**src/logic/prefetch_pkg.sv**
```systemverilog
// shared constants and carriers for the prefetch queue and bus interface engine
// assumes a single processor clock and a simple request/acknowledge system bus
package prefetch_pkg;
  localparam int QUEUE_NARROW = 4;
  localparam int QUEUE_WIDE = 6;
  localparam int QUEUE_MAX = 6;
  localparam int WORD_FREE_MIN = 2;
  localparam int BYTE_FREE_MIN = 1;
  localparam logic [3:0] SEG_SHIFT = 4'h4;
  localparam logic [3:0] CNT_ZERO = 4'h0;
  localparam logic [3:0] CNT_ONE = 4'h1;
  localparam logic [3:0] CNT_TWO = 4'h2;
  localparam logic [15:0] WORD_ZERO = 16'h0000;
  localparam logic [19:0] ADDR_ZERO = 20'h0_0000;
  localparam logic [15:0] CODE_BASE_RESET = 16'hFFFF;
  localparam logic [1:0] SEG_CODE = 2'h0;
  localparam logic [1:0] SEG_STACK = 2'h1;
  localparam logic [1:0] SEG_DATA = 2'h2;
  localparam logic [1:0] SEG_EXTRA = 2'h3;
  localparam logic [2:0] REG_ACCUM = 3'h0;
  localparam logic [2:0] REG_COUNT = 3'h1;

  // execution engine request to the bus interface engine
  typedef struct packed {
    logic valid;
    logic write;
    logic io;
    logic word;
    logic [1:0] seg;
    logic [15:0] offset;
    logic [15:0] wdata;
  } eng_req_t;

  // system bus cycle request
  typedef struct packed {
    logic valid;
    logic write;
    logic io;
    logic word;
    logic [19:0] addr;
    logic [15:0] wdata;
  } bus_req_t;

  // general register file access
  typedef struct packed {
    logic we;
    logic byte_sel;
    logic high_half;
    logic [2:0] index;
    logic [15:0] wdata;
  } gpr_wr_t;
endpackage

```
**src/logic/prefetch_queue_bus_interface.sv**
```systemverilog
// split front end: bus interface engine with prefetch queue, plus execution engine register file
// assumes the system bus answers each cycle with a one-cycle bus_ack from logic on sys_clk
`timescale 1ns/10ps
// Functional notes
// RQ1: queue holds four bytes narrow, six bytes wide.
// RQ2: narrow: fetch a byte when one byte free and no engine request.
// RQ3: wide: fetch only with two bytes free and no engine request.
// RQ4: wide fetches bring a word from an even address.
// RQ5: odd target: fetch one byte, then words from even addresses.
// RQ6: control transfer flushes queue, fetches new address, refills.
// RQ7: engine request pauses prefetch; running prefetch completes first.
// RQ8: execution engine reaches the bus only through bus interface engine.
// RQ9: 16-bit engine addresses relocated into the megabyte space.
// RQ10: queue holds bytes at consecutive higher addresses.
// RQ11: engine data paths and registers are 16 bits; flags kept.
// RQ12: eight 16-bit general registers, four data, four pointer/index.
// RQ13: data registers split into byte halves; others word only.
// RQ14: shift count comes from count low byte.
// RQ15: accumulator low byte is implicit operand for byte I/O.
// RQ16: four segment bases; instruction fetches use the code base.
// RQ17: segment bases readable and writable by instructions.
// RQ18: next fetch offset corrected to next instruction when pushed.
// RQ19: empty queue stalls execution engine.
// RQ20: flush discards bytes of an in-flight prefetch.
module prefetch_queue_bus_interface
  import prefetch_pkg::*;
#(
  parameter bit WIDE_BUS = 1'b1
) (
  // clock and reset
  input wire logic sys_clk,
  input wire logic reset_n,
  // execution engine side
  input wire logic q_take,
  input wire logic jump_valid,
  input wire logic [15:0] jump_offset,
  input wire prefetch_pkg::eng_req_t eng_req,
  input wire prefetch_pkg::gpr_wr_t gpr_wr,
  input wire logic seg_we,
  input wire logic [1:0] seg_sel,
  input wire logic [15:0] seg_wdata,
  input wire logic [2:0] gpr_rd_index,
  input wire logic push_ip,
  input wire logic [15:0] flags_in,
  input wire logic flags_we,
  output logic q_valid,
  output logic [7:0] q_byte,
  output logic eng_done,
  output logic [15:0] eng_rdata,
  output logic [15:0] gpr_rdata,
  output logic [15:0] seg_rdata,
  output logic [7:0] shift_count,
  output logic [7:0] accum_low_byte,
  output logic [15:0] pushed_offset,
  output logic [15:0] flags_q,
  // system bus side
  output prefetch_pkg::bus_req_t bus_req,
  input wire logic bus_ack,
  input wire logic [15:0] bus_rdata
);
  import prefetch_pkg::*;

  typedef enum logic [2:0] {
    ST_IDLE = 3'b001,
    ST_FETCH = 3'b010,
    ST_ENG = 3'b100
  } bus_state_t;

  localparam logic [3:0] QCAP = WIDE_BUS ? 4'(QUEUE_WIDE) : 4'(QUEUE_NARROW);
  localparam logic [3:0] FREE_NEED = WIDE_BUS ? 4'(WORD_FREE_MIN) : 4'(BYTE_FREE_MIN);

  function automatic logic [19:0] relocate(input logic [15:0] base, input logic [15:0] off);
    relocate = 20'({base, CNT_ZERO}) + 20'(off);
  endfunction

  bus_state_t state_q;
  logic [7:0] qmem_q [QUEUE_MAX];
  logic [2:0] rd_ptr_q;
  logic [2:0] wr_ptr_q;
  logic [3:0] count_q;
  logic [15:0] next_fetch_offset_q;
  logic [15:0] seg_q [4];
  logic [15:0] gpr_q [8];
  logic fetch_word_q;
  logic flush_pend_q;
  logic [3:0] free_bytes;
  logic start_fetch;
  logic fetch_done;
  logic take_ok;
  logic fetch_odd;

  function automatic logic [2:0] ptr_inc(input logic [2:0] p, input logic [3:0] n);
    logic [3:0] s;
    s = 4'(p) + n;
    if (s >= QCAP) begin
      s = s - QCAP;
    end
    ptr_inc = s[2:0];
  endfunction

  // ------------------------------------------------------------
  // fetch decision
  // ------------------------------------------------------------
  assign free_bytes = QCAP - count_q; // RQ1
  assign fetch_odd = next_fetch_offset_q[0];
  assign take_ok = q_take && count_q != CNT_ZERO && !jump_valid; // RQ19
  // engine requests win over prefetch whenever the bus is idle
  assign start_fetch = state_q == ST_IDLE && !eng_req.valid && !jump_valid
    && free_bytes >= FREE_NEED; // RQ2 RQ3 RQ7
  assign fetch_done = state_q == ST_FETCH && bus_ack;

  // ------------------------------------------------------------
  // bus sequencer
  // ------------------------------------------------------------
  always_ff @(posedge sys_clk or negedge reset_n) begin
    if (!reset_n) begin
      state_q <= ST_IDLE;
      bus_req <= '0;
      fetch_word_q <= 1'b0;
      eng_done <= 1'b0;
      eng_rdata <= WORD_ZERO;
    end else begin
      eng_done <= 1'b0;
      case (state_q)
        ST_IDLE: begin
          if (eng_req.valid) begin // RQ8
            state_q <= ST_ENG;
            bus_req <= '{valid: 1'b1, write: eng_req.write, io: eng_req.io, word: eng_req.word,
              addr: eng_req.io ? 20'(eng_req.offset) : relocate(seg_q[eng_req.seg], eng_req.offset),
              wdata: eng_req.wdata}; // RQ9
          end else if (start_fetch) begin
            state_q <= ST_FETCH;
            // odd start is a lone byte, then aligned words follow
            fetch_word_q <= WIDE_BUS && !fetch_odd; // RQ4 RQ5
            bus_req <= '{valid: 1'b1, write: 1'b0, io: 1'b0, word: WIDE_BUS && !fetch_odd,
              addr: relocate(seg_q[SEG_CODE], next_fetch_offset_q), wdata: WORD_ZERO}; // RQ16
          end
        end
        ST_FETCH: begin
          // a running prefetch always completes before an engine request
          if (bus_ack) begin // RQ7
            state_q <= ST_IDLE;
            bus_req <= '0;
          end
        end
        ST_ENG: begin
          if (bus_ack) begin
            state_q <= ST_IDLE;
            bus_req <= '0;
            eng_done <= 1'b1;
            eng_rdata <= bus_rdata;
          end
        end
        default: begin
          state_q <= ST_IDLE;
          bus_req <= '0;
        end
      endcase
    end
  end

  // ------------------------------------------------------------
  // flush tracking
  // ------------------------------------------------------------
  always_ff @(posedge sys_clk or negedge reset_n) begin
    if (!reset_n) begin
      flush_pend_q <= 1'b0;
    end else if (jump_valid && state_q == ST_FETCH && !bus_ack) begin
      flush_pend_q <= 1'b1; // RQ20
    end else if (fetch_done) begin
      flush_pend_q <= 1'b0;
    end
  end

  // ------------------------------------------------------------
  // queue and fetch offset
  // ------------------------------------------------------------
  always_ff @(posedge sys_clk or negedge reset_n) begin
    if (!reset_n) begin
      rd_ptr_q <= 3'h0;
      wr_ptr_q <= 3'h0;
      count_q <= CNT_ZERO;
      next_fetch_offset_q <= WORD_ZERO;
    end else if (jump_valid) begin
      // flush; the queue empties and the next fetch starts at the jump target
      rd_ptr_q <= 3'h0; // RQ6
      wr_ptr_q <= 3'h0;
      count_q <= CNT_ZERO;
      next_fetch_offset_q <= jump_offset;
    end else begin
      if (fetch_done && !flush_pend_q) begin
        qmem_q[wr_ptr_q] <= fetch_odd || !fetch_word_q ? bus_rdata[7:0] : bus_rdata[7:0]; // RQ10
        if (fetch_word_q) begin
          qmem_q[ptr_inc(wr_ptr_q, CNT_ONE)] <= bus_rdata[15:8]; // RQ10
        end
        wr_ptr_q <= ptr_inc(wr_ptr_q, fetch_word_q ? CNT_TWO : CNT_ONE);
        next_fetch_offset_q <= next_fetch_offset_q + (fetch_word_q ? 16'h0002 : 16'h0001);
      end
      if (take_ok) begin
        rd_ptr_q <= ptr_inc(rd_ptr_q, CNT_ONE);
      end
      count_q <= count_q + ((fetch_done && !flush_pend_q) ? (fetch_word_q ? CNT_TWO : CNT_ONE) : CNT_ZERO)
        - (take_ok ? CNT_ONE : CNT_ZERO);
    end
  end

  // ------------------------------------------------------------
  // queue output to the execution engine
  // ------------------------------------------------------------
  always_ff @(posedge sys_clk or negedge reset_n) begin
    if (!reset_n) begin
      q_valid <= 1'b0;
      q_byte <= 8'h00;
    end else begin
      q_valid <= count_q != CNT_ZERO && !jump_valid && !(take_ok && count_q == CNT_ONE); // RQ19
      q_byte <= take_ok ? qmem_q[ptr_inc(rd_ptr_q, CNT_ONE)] : qmem_q[rd_ptr_q];
    end
  end

  // ------------------------------------------------------------
  // registers: general, segment, flags
  // ------------------------------------------------------------
  always_ff @(posedge sys_clk or negedge reset_n) begin
    if (!reset_n) begin
      for (int i = 0; i < 8; i++) begin
        gpr_q[i] <= WORD_ZERO; // RQ12
      end
    end else if (gpr_wr.we) begin
      // byte writes reach only the four data registers
      if (gpr_wr.byte_sel && !gpr_wr.index[2]) begin // RQ13
        if (gpr_wr.high_half) begin
          gpr_q[gpr_wr.index][15:8] <= gpr_wr.wdata[7:0];
        end else begin
          gpr_q[gpr_wr.index][7:0] <= gpr_wr.wdata[7:0];
        end
      end else if (!gpr_wr.byte_sel) begin
        gpr_q[gpr_wr.index] <= gpr_wr.wdata; // RQ11
      end
    end
  end

  always_ff @(posedge sys_clk or negedge reset_n) begin
    if (!reset_n) begin
      seg_q[SEG_CODE] <= CODE_BASE_RESET;
      seg_q[SEG_STACK] <= WORD_ZERO;
      seg_q[SEG_DATA] <= WORD_ZERO;
      seg_q[SEG_EXTRA] <= WORD_ZERO;
    end else if (seg_we) begin
      seg_q[seg_sel] <= seg_wdata; // RQ17
    end
  end

  always_ff @(posedge sys_clk or negedge reset_n) begin
    if (!reset_n) begin
      flags_q <= WORD_ZERO;
      gpr_rdata <= WORD_ZERO;
      seg_rdata <= WORD_ZERO;
      shift_count <= 8'h00;
      accum_low_byte <= 8'h00;
      pushed_offset <= WORD_ZERO;
    end else begin
      if (flags_we) begin
        flags_q <= flags_in; // RQ11
      end
      gpr_rdata <= gpr_q[gpr_rd_index];
      seg_rdata <= seg_q[seg_sel]; // RQ17
      shift_count <= gpr_q[REG_COUNT][7:0]; // RQ14
      accum_low_byte <= gpr_q[REG_ACCUM][7:0]; // RQ15
      // fetch offset runs ahead by the bytes still queued
      if (push_ip) begin
        pushed_offset <= next_fetch_offset_q - 16'(count_q); // RQ18
      end
    end
  end

  // ------------------------------------------------------------
  // checks
  // ------------------------------------------------------------
  queue_bound_a: assert property (@(posedge sys_clk) disable iff (!reset_n) count_q <= QCAP) // RQ1
    else $error("queue over capacity");
  fetch_room_a: assert property (@(posedge sys_clk) disable iff (!reset_n)
    $rose(state_q == ST_FETCH) |-> $past(free_bytes) >= FREE_NEED) // RQ2 RQ3
    else $error("fetch started without room");
  word_even_a: assert property (@(posedge sys_clk) disable iff (!reset_n)
    bus_req.valid && state_q == ST_FETCH && bus_req.word |-> !bus_req.addr[0]) // RQ4
    else $error("word fetch misaligned");
  fetch_hold_a: assert property (@(posedge sys_clk) disable iff (!reset_n)
    state_q == ST_FETCH && !bus_ack |=> state_q == ST_FETCH) // RQ7
    else $error("prefetch abandoned");
  flush_empty_a: assert property (@(posedge sys_clk) disable iff (!reset_n)
    jump_valid |=> count_q == CNT_ZERO && !q_valid) // RQ6
    else $error("queue not flushed");
  stale_drop_a: assert property (@(posedge sys_clk) disable iff (!reset_n)
    flush_pend_q && fetch_done |=> count_q == CNT_ZERO || $past(jump_valid)) // RQ20
    else $error("stale fetch kept");
  empty_stall_a: assert property (@(posedge sys_clk) disable iff (!reset_n)
    count_q == CNT_ZERO |=> !q_valid) // RQ19
    else $error("byte offered from empty queue");
  eng_served_a: assert property (@(posedge sys_clk) disable iff (!reset_n)
    state_q == ST_ENG && bus_ack |=> eng_done && eng_rdata == $past(bus_rdata)) // RQ8
    else $error("engine request not answered");
endmodule // prefetch_queue_bus_interface

```
**config.mk**
```make
export PLATFORM = sky130hd
export DESIGN_NAME = prefetch_queue_bus_interface
export DESIGN_NICKNAME = d
export VERILOG_FILES = /design/src/logic/prefetch_pkg.sv /design/src/logic/prefetch_queue_bus_interface.sv
export SDC_FILE = /design/constraint.sdc
export NUM_CORES = 1
export LEC_CHECK = 0
export ABC_AREA = 0
export BUFFER_PORTS_ARGS = -buffer_cell sky130_fd_sc_hd__buf_2
export CAP_MARGIN = 25
export CELL_PAD_IN_SITES_DETAIL_PLACEMENT = 1
export CELL_PAD_IN_SITES_GLOBAL_PLACEMENT = 1
export CORE_MARGIN = 1
export CORE_UTILIZATION = 52
export CTS_BUF_LIST = sky130_fd_sc_hd__clkbuf_4 sky130_fd_sc_hd__clkbuf_8
export CTS_CLUSTER_SIZE = 8
export DETAILED_ROUTE_END_ITERATION = 10
export PLACE_DENSITY_LB_ADDON = 0.15
export SYNTH_ARGS = -nofsm -noshare
export SYNTH_HDL_FRONTEND = slang
export SYNTH_SLANG_ARGS = --single-unit
export TNS_END_PERCENT = 30
```
**constraint.sdc**
```tcl
create_clock -name sys_clk -period 7.69 [get_ports sys_clk]
set_clock_uncertainty 0.15 [all_clocks]
set_input_delay 0.3845 -clock sys_clk [delete_from_list [all_inputs] [get_ports sys_clk]]
set_output_delay 0.3845 -clock sys_clk [all_outputs]
set_load 0.02 [all_outputs]
```
==> results_dict.tcl <==
set metrics [dict create \
    synthDistinctLibCells 70 \
    crit_path_end_kind "flip-flop" \
    final.fill_count 3847 \
    grt_pass1_wl_um 95200 \
    drc 0 \
    finalSetupTns_ps 0 \
    hold_viol_final 0 \
    cpMostUsedCell "o21ai_0" \
    antenna_found_initial 1 \
    regArea_um2 10700 \
    multi_input_area_um2 9150 \
    drive_above_1_share_pct 38.1 \
    cp-start-kind "flip-flop" \
    rsz0062_at_grt "no" \
    crit_required_ps 8000 \
    root_buffer "clkbuf_8" \
    tightest_slew_ps 1020 \
    grt_max_degree 145 \
    synth_area_per_cell_um2 12.8 \
    clock_sinks 417 \
    setup_slack_ps 4250 \
    synthCells 1588 \
    cts.path.max_buffers 3 \
    place.gp.congestion 0.853 \
    yosys.area_share.simple_pct 7.90 \
    fp.dieH_um 199 \
    top_level_ports 283 \
    post_drt_wl_per_cell_um 24.2 \
    initial_utilization_pct 53.3 \
    p_leak_nw 10.8 \
    max_slew_margin_pct 31.9 \
    die_width_um 199 \
    ir_drop_v 0.000223 \
    grt-ovfl-total 0 \
    portBuffers 282 \
    setup_viol 0 \
    grt_pass1_vias 16506 \
    postLayoutCoreUtil_pct 65.1 \
    final_common_cell "dfrtp_1" \
    layout_common_cells "dfrtp_1, buf_2, mux2_2" \
    worstPathCellList "inv_1 > ha_1 > nor2b_1 > a22oi_1 > a21oi_2 > mux4_2 > o21ai_0 > o21ai_0" \
    synthAdderAreaFrac_pct 3.37 \
    critPathMaxFanout 12 \
    synth_flop_cell "dfrtp_1" \
    synth_top_family_by_area "multiplexers" \
    fin_crit_ps 3440 \
    p_per_area_nw_per_um2 304 \
    yosys_register_bits 417 \
    core_area_um2 38000 \
    drt_pass1_iterations 5 \
    post-dp-hpwl_um 38900 \
    clk_pin_slew_ps 60 \
    grt_usage_pct 31.7 \
    vias 14985 \
    worst_path_max_delay_cell "dfrtp_1" \
    syn_nets 1776 \
    drv_cap 0 \
    htreeDepth 3 \
    dieArea_um2 39800 \
    worstHoldPathType "in2reg" \
    cts_buffers 73 \
    drtAntennaViolNets 0 \
    status "finished clean" \
    syn2layout_area_growth_pct 22.2 \
    drtIter0Drc 867 \
    ys.warnings.count 0 \
    synth_xor_area_share_pct 2.29 \
    clk_latency_ps 630 \
    clock.fmax_mhz 291 \
    vias_per_cell 5.88 \
    min_period_over_period_pct 44.7 \
    worstSetupPathType "reg2reg" \
    synth_compound_area_share_pct 8.30 \
    slew_violations 0 \
    ys_async_sr_fraction_pct 88.5 \
    fin_nets 2168 \
    netlist_area_um2 20300 \
    synth.mux.area_fraction_pct 23.2 \
    max_stage_delay_ps 710 \
    synth-edff-count 48 \
    worstPathArrival_ps 3750 \
    place_ws_ps 3770 \
    routed_wl_um 61700 \
    tritoncts "yes" \
    ys_seq_area_share_pct 52.8 \
    rows 71 \
]
## layout make-up
cell class | count | area share [%]
diodes | 1 | 0.0101
clock buffers | 119 | 5.86
clock inverters | 14 | 0.359
inverters | 28 | 0.424
multi-input cells | 1060 | 37.0
flip-flops and latches | 417 | 43.2
well taps | 511 | 2.58
repair buffers | 400 | 10.6
## layer usage
metal  vias up  share of wire [%]  GRT usage, %
li1       6620                  -             -
met4         0                3.1          13.1
met5         -                  0             0
met1      7781                 41          39.7
met3       143                4.5          5.43
met2       441                 52          54.7
## Yosys cell counts, types with 6 or more instances
cell      number  area, µm²
inv_1         28        105
nor3_1        17       85.1
nor3b_1       10       75.1
nand3_1       31        155
xor2_1        13        114
nand3b_1       6       45.0
o211ai_1      18        135
xnor2_1       40        350
mux2_2       232       2610
clkbuf_1      65        244
nor2b_1       16        100
a21o_1        10       75.1
fa_1           6        120
nand2_1      117        439
o31ai_1        6       45.0
dfrtp_1      352       8810
nand2b_1      14       87.6
buf_1          8       30.0
a21oi_1       94        470
nor2_1        84        315
o21ai_0       88        440
ha_1          45        563
mux4_2        80       1800
dfstp_2       17        447
mux2i_1       28        280
a22o_1        19        166
and3_1        17        106
edfxtp_1      48       1440
## final timing paths
| path | from | endpoint | slack (ps) | depth (start not counted) |
|---|---|---|---|---|
| setup / recovery | rd_ptr_q[1] | q_byte[6] | 4250 | 8 |
| hold / removal | eng_req[28] | bus_req[28] | 50 | 4 |
| setup reg to reg | rd_ptr_q[1] | q_byte[6] | 4250 | 8 |
| hold reg to reg | gpr_q[96] | shift_count[0] | 250 | 0 |
| max in group asynchronous | reset_n | seg_q[58] | 5550 | 6 |
| min in group asynchronous | reset_n | pushed_offset[3] | 170 | 2 |
## worst max-delay path: cells and delay by family (launching register included)
kind	cells	cell delay (ps)
compound gates	4	1040
fa+ha+maj	1	390
buf+inv	1	150
flops	1	710
mux	1	630
simple gates	1	200
## metrics by stage
stage	hold WS, ps	power (W)	cells	instance area [µm²]
after floorplan	-61.1	0.00451	1588	20300
after global placement	226	0.00516	2313	22100
after detailed placement	238	0.00530	2313	22100
after CTS	1.26	0.00751	2546	24700
after global routing	30.0	0.00790	2550	24800
final	46.3	0.00752	2550	24800
## report_power, final
| group | internal (W) | switching [W] |
|---|---|---|
| clock | 0.00120 | 0.000953 |
| sequential | 0.00273 | 0.000353 |
| combinational | 0.000996 | 0.00129 |
## cell families after synthesis
family	after synthesis
buffers and inverters	111
AOI/OAI and AO/OA	279
adders and majority gates	51
DFF	417
and+or+nand+nor	337
muxes	340
xor gates and xnor gates	53
## registers in the layout (all words and copies together), names as in the netlist
| name | cells |
|---|---|
| seg_rdata | 16 |
| eng_rdata | 16 |
| q_byte | 8 |
| flags_q | 16 |
| rd_ptr_q | 3 |
| bus_req | 40 |
| shift_count | 8 |
| gpr_rdata | 16 |
| flush_pend_q | 1 |
| fetch_word_q | 1 |
| seg_q | 64 |
| wr_ptr_q | 3 |
| qmem_q | 48 |
| eng_done | 1 |
| accum_low_byte | 8 |
| pushed_offset | 16 |
| next_fetch_offset_q | 16 |
| count_q | 4 |
| q_valid | 1 |
| gpr_q | 128 |
| state_q | 3 |
## repair_timing
item / CTS / global route
hold endpoints to repair: 285 / 0
setup buffers: 0 / 0
resized for setup: 0 / 0
hold buffers: 100 / 0
Note: power is estimated with default switching activity, not from simulation.
